===== src/logic/cctf_pkg.sv =====
// cctf_pkg: register map, field positions and carrier types for the
// can control / timer / filter slice.
// assumes a 32-bit register port with byte offsets.
package cctf_pkg;

   // register offsets (byte addresses)
   localparam logic [7:0]  CCTF_OFF_CTRL2   = 8'h04;
   localparam logic [7:0]  CCTF_OFF_TIMER   = 8'h08;
   localparam logic [7:0]  CCTF_OFF_FILTER  = 8'h10;

   // reset values
   localparam logic [31:0] CCTF_CTRL2_RST   = 32'h0000_0000;
   localparam logic [15:0] CCTF_TIMER_RST   = 16'h0000;
   localparam logic [31:0] CCTF_FILTER_RST  = 32'h0000_0000;

   // field positions of can_control_two
   localparam int CCTF_B_BUSOFF_IE = 15;
   localparam int CCTF_B_ERRSUM_IE = 14;
   localparam int CCTF_B_LBSIL     = 12;
   localparam int CCTF_B_TXWARN_IE = 11;
   localparam int CCTF_B_RXWARN_IE = 10;
   localparam int CCTF_B_TRIPLE    = 7;
   localparam int CCTF_B_NOAUTOREC = 6;
   localparam int CCTF_B_TIME_SYNC_ENABLE     = 5;
   localparam int CCTF_B_TXORDER   = 4;
   localparam int CCTF_B_MONITOR   = 3;

   // writable bit masks
   localparam logic [31:0] CCTF_CTRL2_RW_MASK  = 32'h0000_DCF8;
   localparam logic [31:0] CCTF_CTRL2_INA_MASK = 32'h0000_10B8;
   localparam logic [31:0] CCTF_CTRL2_WRN_MASK = 32'h0000_0C00;

   // filter mask fields
   localparam int CCTF_F_RTR   = 31;
   localparam int CCTF_F_IDE   = 30;
   localparam int CCTF_ID_W    = 29;

   // register port request
   typedef struct packed {
      logic        wr;
      logic        rd;
      logic [7:0]  addr;
      logic [31:0] wdata;
   } cctf_req_s;

   // configuration handed to the protocol engine
   typedef struct packed {
      logic triple_sampling_select;
      logic auto_recovery_disable;
      logic time_sync_enable;
      logic tx_order_select;
      logic listen_monitor_enable;
      logic loopback_silent_select;
   } cctf_cfg_s;

   // mailbox descriptor fields to compare
   typedef struct packed {
      logic                rtr;
      logic                ide;
      logic [CCTF_ID_W-1:0] id;
   } cctf_mbx_s;

endpackage : cctf_pkg


===== src/logic/cctf_stamp_timer.sv =====
// cctf_stamp_timer: 16-bit free-running timestamp counter with load.
// assumes the protocol engine supplies one tick per bit time.
`timescale 1ns/1ps
module cctf_stamp_timer
   import cctf_pkg::*;
(
   input  wire logic        sys_clk,
   input  wire logic        rst,
   input  wire logic        tick,
   input  wire logic        sync_clear,
   input  wire logic        load,
   input  wire logic [15:0] load_val,
   output logic [15:0]      count
);

   logic [15:0] count_r;
   logic [15:0] count_nxt;

   // software load wins, then sync clear, then counting
   assign count_nxt = load       ? load_val :
                      sync_clear ? CCTF_TIMER_RST :
                      tick       ? 16'(count_r + 16'h0001) : count_r;

   // counter storage
   always_ff @(posedge sys_clk or posedge rst) begin
      if (rst) count_r <= CCTF_TIMER_RST;
      else     count_r <= count_nxt;
   end

   assign count = count_r;

endmodule // cctf_stamp_timer


===== src/logic/cctf_mask_match.sv =====
// cctf_mask_match: compares a received frame with a mailbox descriptor
// under the public filter mask.
// assumes all inputs are stable levels.
`timescale 1ns/1ps
module cctf_mask_match
   import cctf_pkg::*;
(
   input  wire logic [31:0] mask,
   input  wire cctf_mbx_s   frame,
   input  wire cctf_mbx_s   mbx,
   output logic             hit
);

   logic [31:0] diff;
   logic [31:0] care;

   // per-bit compare; a 1 in the mask means the bit is checked
   assign diff = {frame.rtr ^ mbx.rtr, frame.ide ^ mbx.ide, 1'b0, frame.id ^ mbx.id};
   assign care = {mask[CCTF_F_RTR], mask[CCTF_F_IDE], 1'b0, mask[CCTF_ID_W-1:0]};
   assign hit  = ~|(diff & care);

endmodule // cctf_mask_match


===== src/logic/cctf_ctrl_regs.sv =====
// cctf_ctrl_regs: second control register, timestamp counter and public
// rx filter mask of a can fd controller, with interrupt gating.
// assumes a one-cycle register port and level status from the engine.
//
// Added by the designer: the plain strobed port.
`timescale 1ns/1ps
module cctf_ctrl_regs
   import cctf_pkg::*;
(
   input  wire logic        sys_clk,
   input  wire logic        rst,
   // register port
   input  wire logic [7:0]  reg_addr,
   input  wire logic [31:0] reg_wdata,
   input  wire logic        reg_wr,
   input  wire logic        reg_rd,
   output logic [31:0]      reg_rdata,
   // state from the main control register and error logic
   input  wire logic        inactive_mode,
   input  wire logic        warning_enable,
   input  wire logic        soft_reset_request,
   input  wire logic        self_reception_disable_req,
   input  wire logic        tx_delay_comp_enable_req,
   input  wire logic        tx_warning_status,
   input  wire logic        rx_warning_status,
   input  wire logic        tx_warning_clear,
   input  wire logic        rx_warning_clear,
   input  wire logic        busoff_flag,
   input  wire logic        error_summary_flag,
   input  wire logic        time_tick,
   input  wire logic        time_sync_event,
   // filter compare
   input  wire cctf_mbx_s   rx_frame,
   input  wire cctf_mbx_s   mbx_desc,
   output logic             filter_hit,
   // outputs to the rest of the controller
   output cctf_cfg_s        cfg,
   output logic             self_reception_disable,
   output logic             tx_delay_comp_enable,
   output logic             tx_warning_irq_flag,
   output logic             rx_warning_irq_flag,
   output logic             busoff_irq,
   output logic             error_summary_irq,
   output logic             tx_warning_irq,
   output logic             rx_warning_irq,
   output logic [15:0]      timestamp_counter
);

   logic [31:0] ctrl2_r;
   logic [31:0] ctrl2_nxt;
   logic [31:0] filter_r;
   logic [31:0] rdata_r;
   logic [31:0] rdata_nxt;
   logic        txw_flag_r;
   logic        rxw_flag_r;
   logic        txw_stat_r;
   logic        rxw_stat_r;
   logic [31:0] wr_allow;
   logic [31:0] ctrl2_view;
   logic        sel_ctrl2;
   logic        sel_timer;
   logic        sel_filter;
   logic        txw_rise;
   logic        rxw_rise;

   // address decode
   assign sel_ctrl2  = (reg_addr == CCTF_OFF_CTRL2);
   assign sel_timer  = (reg_addr == CCTF_OFF_TIMER);
   assign sel_filter = (reg_addr == CCTF_OFF_FILTER);

   // per-bit write permission of control two; blocked bits keep value
   assign wr_allow = CCTF_CTRL2_RW_MASK
                   & ~(inactive_mode  ? 32'h0000_0000 : CCTF_CTRL2_INA_MASK)
                   & ~(warning_enable ? 32'h0000_0000 : CCTF_CTRL2_WRN_MASK);

   // soft reset request is not an input to this update at all
   assign ctrl2_nxt = (reg_wr && sel_ctrl2) ?
                      ((reg_wdata & wr_allow) | (ctrl2_r & ~wr_allow)) : ctrl2_r;

   // control two storage; only the asynchronous reset clears it
   always_ff @(posedge sys_clk or posedge rst) begin
      if (rst) ctrl2_r <= CCTF_CTRL2_RST;
      else     ctrl2_r <= ctrl2_nxt;
   end

   // filter mask storage, written only in inactive mode
   always_ff @(posedge sys_clk or posedge rst) begin
      if (rst) filter_r <= CCTF_FILTER_RST;
      else if (reg_wr && sel_filter && inactive_mode) filter_r <= reg_wdata;
   end

   // warning enables read as zero while warning enable is clear
   assign ctrl2_view = ctrl2_r & ~(warning_enable ? 32'h0000_0000 : CCTF_CTRL2_WRN_MASK);

   // read mux, registered for next-cycle data; unmapped reads zero
   assign rdata_nxt = !reg_rd    ? 32'h0000_0000 :
                      sel_ctrl2  ? ctrl2_view :
                      sel_timer  ? {16'h0000, timestamp_counter} :
                      sel_filter ? filter_r : 32'h0000_0000;

   always_ff @(posedge sys_clk or posedge rst) begin
      if (rst) rdata_r <= 32'h0000_0000;
      else     rdata_r <= rdata_nxt;
   end
   assign reg_rdata = rdata_r;

   // timestamp counter, loadable by a word write
   cctf_stamp_timer u_timer (
      .sys_clk    (sys_clk),
      .rst        (rst),
      .tick       (time_tick),
      .sync_clear (time_sync_event & ctrl2_r[CCTF_B_TIME_SYNC_ENABLE]),
      .load       (reg_wr && sel_timer),
      .load_val   (reg_wdata[15:0]),
      .count      (timestamp_counter)
   );

   // mailbox filter compare
   cctf_mask_match u_match (
      .mask  (filter_r),
      .frame (rx_frame),
      .mbx   (mbx_desc),
      .hit   (filter_hit)
   );

   // warning status edge detection
   always_ff @(posedge sys_clk or posedge rst) begin
      if (rst) begin
         txw_stat_r <= 1'b0;
         rxw_stat_r <= 1'b0;
      end else begin
         txw_stat_r <= tx_warning_status;
         rxw_stat_r <= rx_warning_status;
      end
   end
   assign txw_rise = tx_warning_status & ~txw_stat_r & warning_enable;
   assign rxw_rise = rx_warning_status & ~rxw_stat_r & warning_enable;

   // sticky warning flags; a new edge wins over a clear in the same cycle
   always_ff @(posedge sys_clk or posedge rst) begin
      if (rst) begin
         txw_flag_r <= 1'b0;
         rxw_flag_r <= 1'b0;
      end else begin
         txw_flag_r <= txw_rise | (txw_flag_r & ~tx_warning_clear);
         rxw_flag_r <= rxw_rise | (rxw_flag_r & ~rx_warning_clear);
      end
   end
   assign tx_warning_irq_flag = txw_flag_r;
   assign rx_warning_irq_flag = rxw_flag_r;

   // interrupt gating
   assign busoff_irq        = ctrl2_r[CCTF_B_BUSOFF_IE] & busoff_flag;
   assign error_summary_irq = ctrl2_r[CCTF_B_ERRSUM_IE] & error_summary_flag;
   assign tx_warning_irq    = ctrl2_view[CCTF_B_TXWARN_IE] & txw_flag_r;
   assign rx_warning_irq    = ctrl2_view[CCTF_B_RXWARN_IE] & rxw_flag_r;

   // mode outputs
   assign cfg.loopback_silent_select = ctrl2_r[CCTF_B_LBSIL];
   assign cfg.triple_sampling_select = ctrl2_r[CCTF_B_TRIPLE];
   assign cfg.auto_recovery_disable  = ctrl2_r[CCTF_B_NOAUTOREC];
   assign cfg.time_sync_enable       = ctrl2_r[CCTF_B_TIME_SYNC_ENABLE];
   assign cfg.tx_order_select        = ctrl2_r[CCTF_B_TXORDER];
   assign cfg.listen_monitor_enable  = ctrl2_r[CCTF_B_MONITOR];

   // loopback-silent holds these two off
   assign self_reception_disable = self_reception_disable_req & ~ctrl2_r[CCTF_B_LBSIL];
   assign tx_delay_comp_enable   = tx_delay_comp_enable_req & ~ctrl2_r[CCTF_B_LBSIL];

   // assertions
   AST_INA_BLOCK: assert property (@(posedge sys_clk) disable iff (rst)
      (reg_wr && sel_ctrl2 && !inactive_mode) |=>
      ((ctrl2_r & CCTF_CTRL2_INA_MASK) == ($past(ctrl2_r) & CCTF_CTRL2_INA_MASK)))
      else $error("inactive-only bit changed outside inactive mode");
   AST_SOFT_RST: assert property (@(posedge sys_clk) disable iff (rst)
      (soft_reset_request && !(reg_wr && sel_ctrl2)) |=> $stable(ctrl2_r))
      else $error("control two changed on soft reset");
   AST_BUSOFF_IRQ: assert property (@(posedge sys_clk) disable iff (rst)
      busoff_irq == (ctrl2_r[15] && busoff_flag))
      else $error("bus-off irq gating wrong");
   AST_ERRSUM_IRQ: assert property (@(posedge sys_clk) disable iff (rst)
      error_summary_irq == (ctrl2_r[14] && error_summary_flag))
      else $error("error summary irq gating wrong");
   AST_LBSIL: assert property (@(posedge sys_clk) disable iff (rst)
      cfg.loopback_silent_select |-> !self_reception_disable && !tx_delay_comp_enable)
      else $error("blocked bit set in loopback-silent mode");
   AST_WARN_WR: assert property (@(posedge sys_clk) disable iff (rst)
      !warning_enable |=> ctrl2_r[11:10] == $past(ctrl2_r[11:10]))
      else $error("warning enable written while disabled");
   AST_WARN_RD: assert property (@(posedge sys_clk) disable iff (rst)
      (reg_rd && sel_ctrl2 && !warning_enable) |=> reg_rdata[11:10] == 2'b00)
      else $error("warning enables read nonzero");
   AST_FILTER_WR: assert property (@(posedge sys_clk) disable iff (rst)
      (!inactive_mode) |=> $stable(filter_r))
      else $error("filter mask changed outside inactive mode");
   AST_TXW_SET: assert property (@(posedge sys_clk) disable iff (rst)
      (warning_enable && tx_warning_status && !txw_stat_r) |=> txw_flag_r)
      else $error("tx warning flag missed a rising edge");
   AST_TIMER_RD: assert property (@(posedge sys_clk) disable iff (rst)
      (reg_rd && sel_timer) |=> reg_rdata == {16'h0000, $past(timestamp_counter)})
      else $error("timer read data wrong");

   // mode outputs follow their register bits; self reception disable follows its request outside loopback-silent
   AST_TRIPLE: assert property (@(posedge sys_clk) disable iff (rst)
      cfg.triple_sampling_select == ctrl2_r[CCTF_B_TRIPLE])
      else $error("sampling select does not follow control two");
   AST_AUTOREC: assert property (@(posedge sys_clk) disable iff (rst)
      cfg.auto_recovery_disable == ctrl2_r[CCTF_B_NOAUTOREC])
      else $error("recovery disable does not follow control two");
   AST_TXORDER: assert property (@(posedge sys_clk) disable iff (rst)
      cfg.tx_order_select == ctrl2_r[CCTF_B_TXORDER])
      else $error("transmit order does not follow control two");
   AST_MONITOR: assert property (@(posedge sys_clk) disable iff (rst)
      cfg.listen_monitor_enable == ctrl2_r[CCTF_B_MONITOR])
      else $error("monitor enable does not follow control two");
   AST_LBSIL_OFF: assert property (@(posedge sys_clk) disable iff (rst)
      !cfg.loopback_silent_select |-> self_reception_disable == self_reception_disable_req)
      else $error("self reception disable held off outside loopback-silent");

   // register writes land whole when every gate is open; filter hit follows the masked compare
   AST_CTRL2_WR: assert property (@(posedge sys_clk) disable iff (rst)
      (reg_wr && sel_ctrl2 && inactive_mode && warning_enable) |=>
      ctrl2_r == ($past(reg_wdata) & CCTF_CTRL2_RW_MASK))
      else $error("open control two write did not land");
   AST_FILTER_LOAD: assert property (@(posedge sys_clk) disable iff (rst)
      (reg_wr && sel_filter && inactive_mode) |=> filter_r == $past(reg_wdata))
      else $error("filter mask write in inactive mode did not land");
   AST_HIT: assert property (@(posedge sys_clk) disable iff (rst)
      filter_hit == ((({rx_frame.rtr, rx_frame.ide, rx_frame.id}
      ^ {mbx_desc.rtr, mbx_desc.ide, mbx_desc.id})
      & {filter_r[31], filter_r[30], filter_r[28:0]}) == 31'h0000_0000))
      else $error("filter hit wrong");

   // timestamp counter: load, tick and synchronised clear
   AST_TIMER_LOAD: assert property (@(posedge sys_clk) disable iff (rst)
      (reg_wr && sel_timer) |=> timestamp_counter == $past(reg_wdata[15:0]))
      else $error("timer write did not load the counter");
   AST_TICK: assert property (@(posedge sys_clk) disable iff (rst)
      (time_tick && !time_sync_event && !(reg_wr && sel_timer)) |=>
      timestamp_counter == 16'($past(timestamp_counter) + 16'h0001))
      else $error("timer did not advance on a tick");
   AST_TIME_SYNC_ENABLE_CLR: assert property (@(posedge sys_clk) disable iff (rst)
      (time_sync_event && ctrl2_r[CCTF_B_TIME_SYNC_ENABLE] && !(reg_wr && sel_timer)) |=>
      timestamp_counter == 16'h0000)
      else $error("timer not cleared by sync event");
   AST_TIME_SYNC_ENABLE_OFF: assert property (@(posedge sys_clk) disable iff (rst)
      (time_sync_event && !ctrl2_r[CCTF_B_TIME_SYNC_ENABLE] && !time_tick && !(reg_wr && sel_timer))
      |=> $stable(timestamp_counter))
      else $error("timer changed on sync event while sync disabled");

   // warning flags follow status only while warning enable is set
   AST_RXW_SET: assert property (@(posedge sys_clk) disable iff (rst)
      (warning_enable && rx_warning_status && !rxw_stat_r) |=> rxw_flag_r)
      else $error("rx warning flag missed a rising edge");
   AST_NO_WARN: assert property (@(posedge sys_clk) disable iff (rst)
      (!warning_enable && !txw_flag_r) |=> !txw_flag_r)
      else $error("tx warning flag set while warning enable clear");
   AST_TXW_HOLD: assert property (@(posedge sys_clk) disable iff (rst)
      (txw_flag_r && !tx_warning_clear) |=> txw_flag_r)
      else $error("tx warning flag dropped without a clear");
   AST_RXW_HOLD: assert property (@(posedge sys_clk) disable iff (rst)
      (rxw_flag_r && !rx_warning_clear) |=> rxw_flag_r)
      else $error("rx warning flag dropped without a clear");

   // warning requests need both the enable bit and the flag
   AST_WARN_IRQ_OFF: assert property (@(posedge sys_clk) disable iff (rst)
      !warning_enable |-> (!tx_warning_irq && !rx_warning_irq))
      else $error("warning irq raised while warning enable clear");
   AST_TXW_IRQ: assert property (@(posedge sys_clk) disable iff (rst)
      !txw_flag_r |-> !tx_warning_irq)
      else $error("tx warning irq without its flag");

   COV_LBSIL: cover property (@(posedge sys_clk) disable iff (rst) cfg.loopback_silent_select);
   COV_TXW_IRQ: cover property (@(posedge sys_clk) disable iff (rst) tx_warning_irq);
   COV_BLOCKED: cover property (@(posedge sys_clk) disable iff (rst)
      reg_wr && sel_ctrl2 && !inactive_mode);
   COV_HIT: cover property (@(posedge sys_clk) disable iff (rst) filter_hit && |filter_r);
   COV_SYNC_CLR: cover property (@(posedge sys_clk) disable iff (rst)
      time_sync_event && ctrl2_r[CCTF_B_TIME_SYNC_ENABLE]);

endmodule // cctf_ctrl_regs


===== config.mk =====
export PLATFORM = sky130hd
export DESIGN_NAME = cctf_ctrl_regs
export DESIGN_NICKNAME = d
export VERILOG_FILES = /design/src/logic/cctf_pkg.sv /design/src/logic/cctf_stamp_timer.sv /design/src/logic/cctf_mask_match.sv /design/src/logic/cctf_ctrl_regs.sv
export SDC_FILE = /design/constraint.sdc
export NUM_CORES = 1
export LEC_CHECK = 0
export BUFFER_PORTS_ARGS = -buffer_cell sky130_fd_sc_hd__buf_2
export CORE_AREA = 2 2 100 102
export DETAILED_ROUTE_END_ITERATION = 16
export DIE_AREA = 0 0 102 104
export GPL_TIMING_DRIVEN = 0
export PLACE_DENSITY = 0.82
export SLEW_MARGIN = 30
export SYNTH_ARGS = -nofsm -noshare
export SYNTH_HDL_FRONTEND = slang
export SYNTH_HIERARCHICAL = 1
export SYNTH_SLANG_ARGS = --single-unit

===== constraint.sdc =====
create_clock -name sys_clk -period 3.6 [get_ports sys_clk]
set_input_delay 0.54 -clock sys_clk [delete_from_list [all_inputs] [get_ports sys_clk]]
set_output_delay 0.54 -clock sys_clk [all_outputs]
set_load 0.03 [all_outputs]

==> reports/metrics.cfg, run 1 <==
[status]
status=complete, no violations

[detailed_routing]
first_pass_iters=4
wl_per_cell_um=19.3
drc=0
vias=4002
drtAntennaViolNets=0
wirelength_um=14000
viasPerCell=5.51
first_iter_violations=178

[clocking]
cts_buffers=9
post_cts_buffers=0
post_cts_resized=0
cts_tree=yes
cts.sinks=94
cts_hold_buf=0
cts_root_buf=clkbuf_8
cts.path.max_buffers=2
worstSkewPairLatency_ns=0.36
cts_max_level=3
clk_pin_slew_ns=0.09

[critical_path]
reg2reg_from=u_timer/count[0]$_DFFE_PP0P_
r2r-end=u_timer/count[8]$_DFFE_PP0P_
required_ns=3.85
path_class=input port to flip-flop
start_kind=input port
worst-r2r-cell-count=5
cp.arrival_ns=2.87
worst-r2r-setup-slack_ns=1.65
end_kind=flip-flop
crit_fanout=10

[sta]
maxSlewViolCount=0
fmax_mhz=381
hold_viol=0
finalWorstSetupSlack_ns=0.977
setup_violations=0
fin_crit_sh=0.729
maxSlewHeadroom=0.440
period_minus_slack_ns=2.62
setup_tns_ns=0
rsz0062_at_grt=no
tightest_slew_ns=0.828
finalClockSkew_ns=0.00532
hold_ws_ns=0.176

[floorplanning]
dieHeight_um=104
num_rows=36
fp.coreArea_um2=9550
die_area_um2=10600
fp.dieW_um=102
start_util=0.502
io-pin-count=182

[pwr]
total_power_w=0.00247
power.leakage_nw=3.19
power_density_nw_per_um2=406
ir_drop_mv=0.260

[finish]
seqCellArea_um2=2350
syn2layout_area_growth_pct=26.8
nets=709
diodes=0
nFillCells=781
drive_gt1_frac=0.449
fin_util=0.636
multiInputGateArea_um2=2250

[global_routing]
grt_usage=0.269
grt_pass1_wl_um=21500
grt_max_degree=51
antenna_found_initial=0
grt_overflow=0
grt_pass1_vias=4082

[min_path]
min_path_type=input port to async pin

[yosys]
synth_warnings=6
avgSynthCellArea_um2=12.0
synth_seq_cells=94
yosysUniqueCellTypes=48
ys_seq_area_frac=0.491
synthCells=399
synth_nets=519
synth_area_um2=4790

[job]
maxCapViolations=0

[placement]
place_ws_ns=0.671
port_buffers=178
routabilityCongestion=0.886
dp_hpwl_um=10900

synth_stat cells, drive strengths merged:
| library cell | count | area (um^2) |
|---|---|---|
| a211oi | 1 | 7.51 |
| a21o | 10 | 75.1 |
| a21oi | 15 | 113 |
| a221oi | 4 | 41.3 |
| a222oi | 1 | 10.0 |
| a22o | 14 | 123 |
| a22oi | 15 | 113 |
| a31oi | 1 | 6.26 |
| and2 | 20 | 125 |
| and3 | 2 | 12.5 |
| and4 | 1 | 8.76 |
| and4b | 1 | 10.0 |
| and4bb | 1 | 12.5 |
| buf | 14 | 130 |
| clkbuf | 11 | 41.3 |
| dfrtp | 94 | 2350 |
| ha | 1 | 12.5 |
| inv | 4 | 15.0 |
| mux2 | 43 | 597 |
| nand2 | 19 | 78.8 |
| nand3 | 9 | 50.1 |
| nand3b | 22 | 165 |
| nand4 | 13 | 87.6 |
| nor2 | 8 | 30.0 |
| nor2b | 4 | 25.0 |
| nor3 | 10 | 55.1 |
| nor3b | 1 | 7.51 |
| nor4 | 5 | 31.3 |
| nor4b | 1 | 8.76 |
| o21ai | 4 | 20.0 |
| o31ai | 1 | 7.51 |
| o41ai | 2 | 17.5 |
| or3 | 3 | 18.8 |
| or3b | 1 | 8.76 |
| or4 | 2 | 15.0 |
| xnor2 | 2 | 17.5 |
| xor2 | 39 | 342 |
kinds of logic (layout without fill, tap and decap cells):
logic type / Yosys count / count (layout) / synth area share
AO/OA/AOI/OAI: 68 / 68 / 0.111
XOR/XNOR: 41 / 41 / 0.0750
adder cells (fa/ha/maj): 1 / 1 / 0.00261
buffers and inverters: 29 / 223 / 0.0389
flip-flops: 94 / 94 / 0.491
multiplexers: 43 / 43 / 0.125
AND/OR/NAND/NOR: 123 / 123 / 0.157
worst max-delay path, stage by stage:
cell and delay (ns):
buf_2 0.12, nor4b_1 0.73, and4b_1 0.36, clkbuf_1 0.42, buf_1 0.49, nand2_1 0.11
o41ai_1 0.09
how the worst max path moves through the flow:
| stage | endpoint | start | cells after the start | slack, ns |
|---|---|---|---|---|
| 6_report | u_timer/count[10]$_DFFE_PP0P_ | reg_addr[0] | 7 | 0.98 |
| 5_1_grt | u_timer/count[10]$_DFFE_PP0P_ | reg_addr[1] | 7 | 0.93 |
| 4_1_cts | u_timer/count[10]$_DFFE_PP0P_ | reg_addr[0] | 7 | 1.05 |
| 3_5_place_dp | u_timer/count[10]$_DFFE_PP0P_ | reg_addr[0] | 7 | 0.67 |
| 3_3_place_gp | reg_rdata[19]$_DFF_PP0_ | rst | 2 | 0.15 |
| 2_1_floorplan | async pin | rst | 1 | 1.06 |
cells in the final DEF, fill, tap and decap left out, drive strengths merged, types with 2 or more instances in the layout:
cell type and count:
nand2 19, and2 20, a21oi 15, inv 4
or3 3, or4 2, nand3 9, dfrtp 94
a22oi 15, o21ai 4, clkbuf 23, nor2b 4
nor3 10, xnor2 2, a221oi 4, nor4 5
nand3b 22, a21o 10, a22o 14, nor2 8
and3 2, o41ai 2, nand4 13, mux2 43
xor2 39, clkinv 2, buf 193
flip-flops by register name, summed over array words and instances (netlist names), named ones only:
name,cells
ctrl2_r,3
txw_stat_r,1
reg_rdata,32
tx_warning_irq_flag,1
rxw_stat_r,1
u_timer/count,16
rx_warning_irq_flag,1
filter_r,32
routing by layer:
| metal | routed length [um] | vias to the layer above | track usage |
|---|---|---|---|
| li1 | - | 1827 | - |
| met1 | 5460 | 1988 | 0.333 |
| met2 | 7290 | 168 | 0.463 |
| met3 | 1010 | 19 | 0.0497 |
| met4 | 284 | 0 | 0.0962 |
| met5 | 0 | - | 0 |
layout make-up:
class / instances / share of cell area
plain buffers: 25 / 0.0282
clock buffers: 12 / 0.0255
clock inverters: 3 / 0.00721
inverters: 4 / 0.00288
multi-input cells: 276 / 0.371
flip-flops and latches: 94 / 0.387
well taps: 133 / 0.0274
repair buffers: 179 / 0.151
power breakdown:
part           internal (W)  switching (W)
Clock              0.000356       0.000350
Sequential          0.00111       0.000119
Combinational      0.000217       0.000315
through the flow:
stage	cells	cell area (um^2)
6_report	726	6080
5_1_grt	726	6080
4_1_cts	726	6080
3_5_place_dp	711	5880
3_3_place_gp	710	5850
2_1_floorplan	399	4790
No activity file was read; power rests on OpenSTA's default activity.
==> run 2, diff against run 1 <==
--- a/config.mk
+++ b/config.mk
@@ -6,11 +6,11 @@
 export NUM_CORES = 1
 export LEC_CHECK = 0
 export BUFFER_PORTS_ARGS = -buffer_cell sky130_fd_sc_hd__buf_2
-export CORE_AREA = 2 2 100 102
+export CORE_AREA = 2 2 102 104
 export DETAILED_ROUTE_END_ITERATION = 16
-export DIE_AREA = 0 0 102 104
+export DIE_AREA = 0 0 104 106
 export GPL_TIMING_DRIVEN = 0
-export PLACE_DENSITY = 0.82
+export PLACE_DENSITY = 0.79
 export SLEW_MARGIN = 30
 export SYNTH_ARGS = -nofsm -noshare
 export SYNTH_HDL_FRONTEND = slang
==> constraint.sdc (replaced) <==
create_clock -name sys_clk -period 2.6 [get_ports sys_clk]
set_input_delay 0.39 -clock sys_clk [delete_from_list [all_inputs] [get_ports sys_clk]]
set_output_delay 0.39 -clock sys_clk [all_outputs]
set_load 0.03 [all_outputs]
==> run 2 against run 1 <==
  * Hold slack got worse by 0.14 ns
  * Die area increased by 3.9%
  * Sequential share of layout area decreased by 0.056 points
  * Critical path depth unchanged
  * Total power increased by 41%
  * Via count decreased by 0.27%
  * Clock skew increased by 0.0060 ns
  * Cell count increased by 0.41%
  * First-iteration DRC count increased by 70%
  * Sequential power increased by 38%
  * Largest cell class unchanged
==> reports/metrics.cfg, run 2 (synthesis results as in run 1) <==
[status]
status=complete, no violations

[pwr]
ir_drop_mv=0.267
power_density_nw_per_um2=571
power.leakage_nw=3.19

[global_routing]
antenna_found_initial=0
grt_pass1_vias=3919
grt_overflow=0
grt_max_degree=46
grt_pass1_wl_um=21000
grt_usage=0.248

[placement]
dp_hpwl_um=10400
routabilityCongestion=0.886
place_ws_ns=-0.000348
port_buffers=178
post_dp_cell_area_um2=5880

[sta]
finalWorstSetupSlack_ns=0.243
tightest_slew_ns=0.718
setup_violations=0
fmax_mhz=424
fin_crit_sh=0.907
finalClockSkew_ns=0.0113
rsz0062_at_grt=no
hold_viol=0
maxSlewHeadroom=0.515
period_minus_slack_ns=2.36
maxSlewViolCount=0

[clocking]
cts_buffers=9
cts_hold_buf=0
clk_pin_slew_ns=0.09
cts_tree=yes
post_cts_resized=0
post_cts_buffers=0
cts.sinks=94
cts.path.max_buffers=2
worstSkewPairLatency_ns=0.37
cts_max_level=3
cts_root_buf=clkbuf_8

[critical_path]
worst-r2r-setup-slack_ns=0.68
r2r-end=u_timer/count[8]$_DFFE_PP0P_
slowest_delay_ns=0.65
worst-r2r-cell-count=5
end_kind=flip-flop
reg2reg_from=u_timer/count[1]$_DFFE_PP0P_
crit_fanout=10
required_ns=2.85
slowest_stage=nor4b_1
cp.arrival_ns=2.61
start_kind=input port
path_class=input port to flip-flop
path_cells=buf_2, nor4b_1, and4b_1, clkbuf_1, buf_1, nand2_1, o41ai_1

[finish]
mostFrequentLayoutCell=buf_2
nets=709
fin_area_um2=6090
final_cell_mix=buf_2 (179), dfrtp_1 (94), xor2_1 (39)
drive_gt1_frac=0.447
syn2layout_area_growth_pct=27.0
diodes=0
multiInputGateArea_um2=2250
nFillCells=813
seqCellArea_um2=2350

[floorplanning]
num_rows=37
start_util=0.479
dieHeight_um=106
io-pin-count=182
die_area_um2=11000
fp.coreArea_um2=10000
fp.dieW_um=104

[detailed_routing]
highest_layer=met4
viasPerCell=5.47
drc=0
wl_per_cell_um=18.6
first_pass_iters=5
wl_met1_um=5490
route.met2.wl_um=6610
vias=3991
drtAntennaViolNets=0
first_iter_violations=302
dr_wl_met3_um=1060
wirelength_um=13600

[job]
maxCapViolations=0

[min_path]
min_path_type=input port to async pin

run 2: cell types whose count changed in the layout (fill, tap and decap cells not counted):
cell,delta
clkbuf_8,-2
bufinv_16,+1
clkbuf_1,+1
clkinv_4,-1
clkinvlp_4,+1
run 2: critical path: cells and delay by family:
family	cells	cell delay [ns]
AND/OR/NAND/NOR	3	1.14
buffers and inverters	3	0.97
AO/OA/AOI/OAI	1	0.10
run 2: metal layers:
layer  GRT usage  vias up
met5           0        -
met4       0.109        0
met3      0.0564       38
met2       0.417      219
met1       0.308     1905
li1            -     1829
run 2: cell type report:
type,instances,area share
timing repair buffer,179,0.151
sequential,94,0.387
tap,136,0.0280
clock buffer,11,0.0216
clock inverter,4,0.0119
multi-input combinational,276,0.370
buffer,25,0.0282
inverter,4,0.00288
run 2: power by group:
part / switching (W) / internal [W] / leakage (nW)
clock: 0.000499 / 0.000536 / 0.0994
combinational: 0.000439 / 0.000300 / 1.80
sequential: 0.000158 / 0.00154 / 1.29
total: 0.00110 / 0.00238 / 3.19
run 2: worst max-delay path by stage:
stage,endpoint,startpoint,cells past startpoint
2_1_floorplan,async pin,rst,1
3_3_place_gp,filter_r[19]$_DFFE_PP0P_,rst,2
3_5_place_dp,u_timer/count[1]$_DFFE_PP0P_,reg_addr[1],6
4_1_cts,u_timer/count[10]$_DFFE_PP0P_,reg_addr[1],7
5_1_grt,u_timer/count[10]$_DFFE_PP0P_,reg_addr[1],7
6_report,u_timer/count[10]$_DFFE_PP0P_,reg_addr[1],7
run 2: metrics by stage:
step	power [W]	TNS, ns	hold WS [ns]	utilization	cells
6_report	0.00347	0	0.0343	0.609	729
5_1_grt	0.00361	0	0.0744	0.609	729
4_1_cts	0.00347	0	0.0409	0.609	729
3_5_place_dp	0.00245	-0.000348	0.438	0.588	714
3_3_place_gp	0.00243	-54.28	0.462	0.585	713
2_1_floorplan	0.00214	0	0.304	-	399
==> run 3, diff against run 2 <==
--- a/config.mk
+++ b/config.mk
@@ -6,11 +6,12 @@
 export NUM_CORES = 1
 export LEC_CHECK = 0
 export BUFFER_PORTS_ARGS = -buffer_cell sky130_fd_sc_hd__buf_2
-export CORE_AREA = 2 2 102 104
+export CORE_AREA = 2 2 100 102
+export CTS_BUF_LIST = sky130_fd_sc_hd__clkbuf_4 sky130_fd_sc_hd__clkbuf_8
 export DETAILED_ROUTE_END_ITERATION = 16
-export DIE_AREA = 0 0 104 106
+export DIE_AREA = 0 0 102 104
 export GPL_TIMING_DRIVEN = 0
-export PLACE_DENSITY = 0.79
+export PLACE_DENSITY = 0.82
 export SLEW_MARGIN = 30
 export SYNTH_ARGS = -nofsm -noshare
 export SYNTH_HDL_FRONTEND = slang
==> run 3 against run 2 <==
  * Cell area about the same
  * Sequential share of layout area about the same
  * Setup slack got worse by 0.12 ns
  * Total power decreased by 1.2%
  * Clock power decreased by 4%
  * Die area decreased by 3.8%
  * Combinational power about the same
  * Global-route usage increased by 2.1 points
  * Maximum frequency decreased by 4.7%
  * Non-clock buffer count unchanged
  * Critical path type unchanged
  * Cell count decreased by 0.41%
  * Hold slack got worse by 0.0081 ns
==> reports/metrics.cfg, run 3 (synthesis results as in run 1) <==
[clocking]
cts_tree=yes
clk_pin_slew_ns=0.09
cts_buffers=9
post_cts_resized=0
cts.path.max_buffers=2
cts_root_buf=clkbuf_8
cts.sinks=94
post_cts_buffers=0
worstSkewPairLatency_ns=0.36
cts_hold_buf=0
cts_max_level=3

[critical_path]
path_class=input port to flip-flop
start_kind=input port
crit_fanout=10
required_ns=2.85
cp.arrival_ns=2.72
worst-r2r-cell-count=5
end_kind=flip-flop

[sta]
finalWorstSetupSlack_ns=0.126
finalClockSkew_ns=0.00622
hold_ws_ns=0.0262
rsz0062_at_grt=no
period_minus_slack_ns=2.47
maxSlewHeadroom=0.436
tightest_slew_ns=0.835
fin_crit_sh=0.952
maxSlewViolCount=0
fmax_mhz=404
setup_violations=0
hold_viol=0

[detailed_routing]
vias=4009
drc=0
first_iter_violations=183
first_pass_iters=4
wirelength_um=14000
wl_per_cell_um=19.3
drtAntennaViolNets=0
viasPerCell=5.52

[floorplanning]
fp.dieW_um=102
start_util=0.502
die_area_um2=10600
fp.coreArea_um2=9550
io-pin-count=182
num_rows=36
dieHeight_um=104

[finish]
syn2layout_area_growth_pct=26.9
multiInputGateArea_um2=2250
nFillCells=781
final_cell_mix=buf_2 (179), dfrtp_1 (94), xor2_1 (39)
mostFrequentLayoutCell=buf_2
fin_cells=726
seqCellArea_um2=2350
drive_gt1_frac=0.450
fin_util=0.637
diodes=0
nets=709

[min_path]
min_path_type=input port to async pin

[placement]
port_buffers=178
place_ws_ns=-0.179
dp_cells=711
dp_hpwl_um=10900
routabilityCongestion=0.886

[global_routing]
grt_usage=0.269
grt.met3_usage=0.0497
antenna_found_initial=0
grt_pass1_wl_um=21500
grt_busiest_layer=met2
grt_overflow=0
met1_usage=0.333
grt_pass1_vias=4082
grtUsageMet2=0.463
grt_max_degree=51

[pwr]
pwr-share-comb=0.215
switching_share=0.317
p_clk_frac=0.288
power_density_nw_per_um2=564
power_frac_seq=0.497
p_sw_w=0.00109
ir_drop_mv=0.361
power.leakage_nw=3.19
cell_internal_pwr_w=0.00235

[status]
status=complete, no violations

[job]
maxCapViolations=0

==> run 3: metal layers <==
| layer | vias up | wire, um |
|---|---|---|
| li1 | 1827 | - |
| met1 | 1993 | 5450 |
| met2 | 168 | 7270 |
| met3 | 21 | 1000 |
| met4 | 0 | 308 |
| met5 | - | 0 |
==> run 3: worst max-delay path, stage by stage <==
cell	delay [ns]
buf_2	0.12
nor4b_1	0.73
and4b_1	0.36
clkbuf_1	0.41
buf_1	0.49
nand2_1	0.11
o41ai_1	0.09
==> run 3: stage by stage <==
stage,total power (W),TNS [ns],area (um^2)
2_1_floorplan,0.00214,0,4790
3_3_place_gp,0.00244,-55.57,5850
3_5_place_dp,0.00246,-1.58,5880
4_1_cts,0.00345,0,6080
5_1_grt,0.00360,0,6080
6_report,0.00343,0,6080
==> run 3: path summary, 6_finish.rpt <==
kind,startpoint,end,slack [ns]
worst min-delay path,rst,async pin,0.03
max in group asynchronous,rst,filter_r[20]$_DFFE_PP0P_,2.00
worst max-delay path,reg_addr[0],u_timer/count[10]$_DFFE_PP0P_,0.13
min in group sys_clk,rx_warning_status,rxw_stat_r$_DFF_PP0_,0.15
worst min register to register,filter_r[29]$_DFFE_PP0P_,reg_rdata[29]$_DFF_PP0_,0.50
worst max register to register,u_timer/count[0]$_DFFE_PP0P_,u_timer/count[8]$_DFFE_PP0P_,0.65
==> run 3: power by group through the flow <==
stage	clock network (W)	registers, W	logic, W
floorplan	0	0.00181	0.000338
global placement	0	0.00173	0.000714
detailed placement	0	0.00173	0.000732
CTS	0.00102	0.00170	0.000737
global route	0.00108	0.00172	0.000795
finish	0.000989	0.00171	0.000736
==> run 3: area by class of cell <==
type | count | share of cell area
Clock inverter | 3 | 0.00720
Timing Repair Buffer | 179 | 0.151
Tap cell | 133 | 0.0274
Clock buffer | 12 | 0.0261
Inverter | 4 | 0.00288
Sequential cell | 94 | 0.387
Buffer | 25 | 0.0282
Multi-Input combinational cell | 276 | 0.370
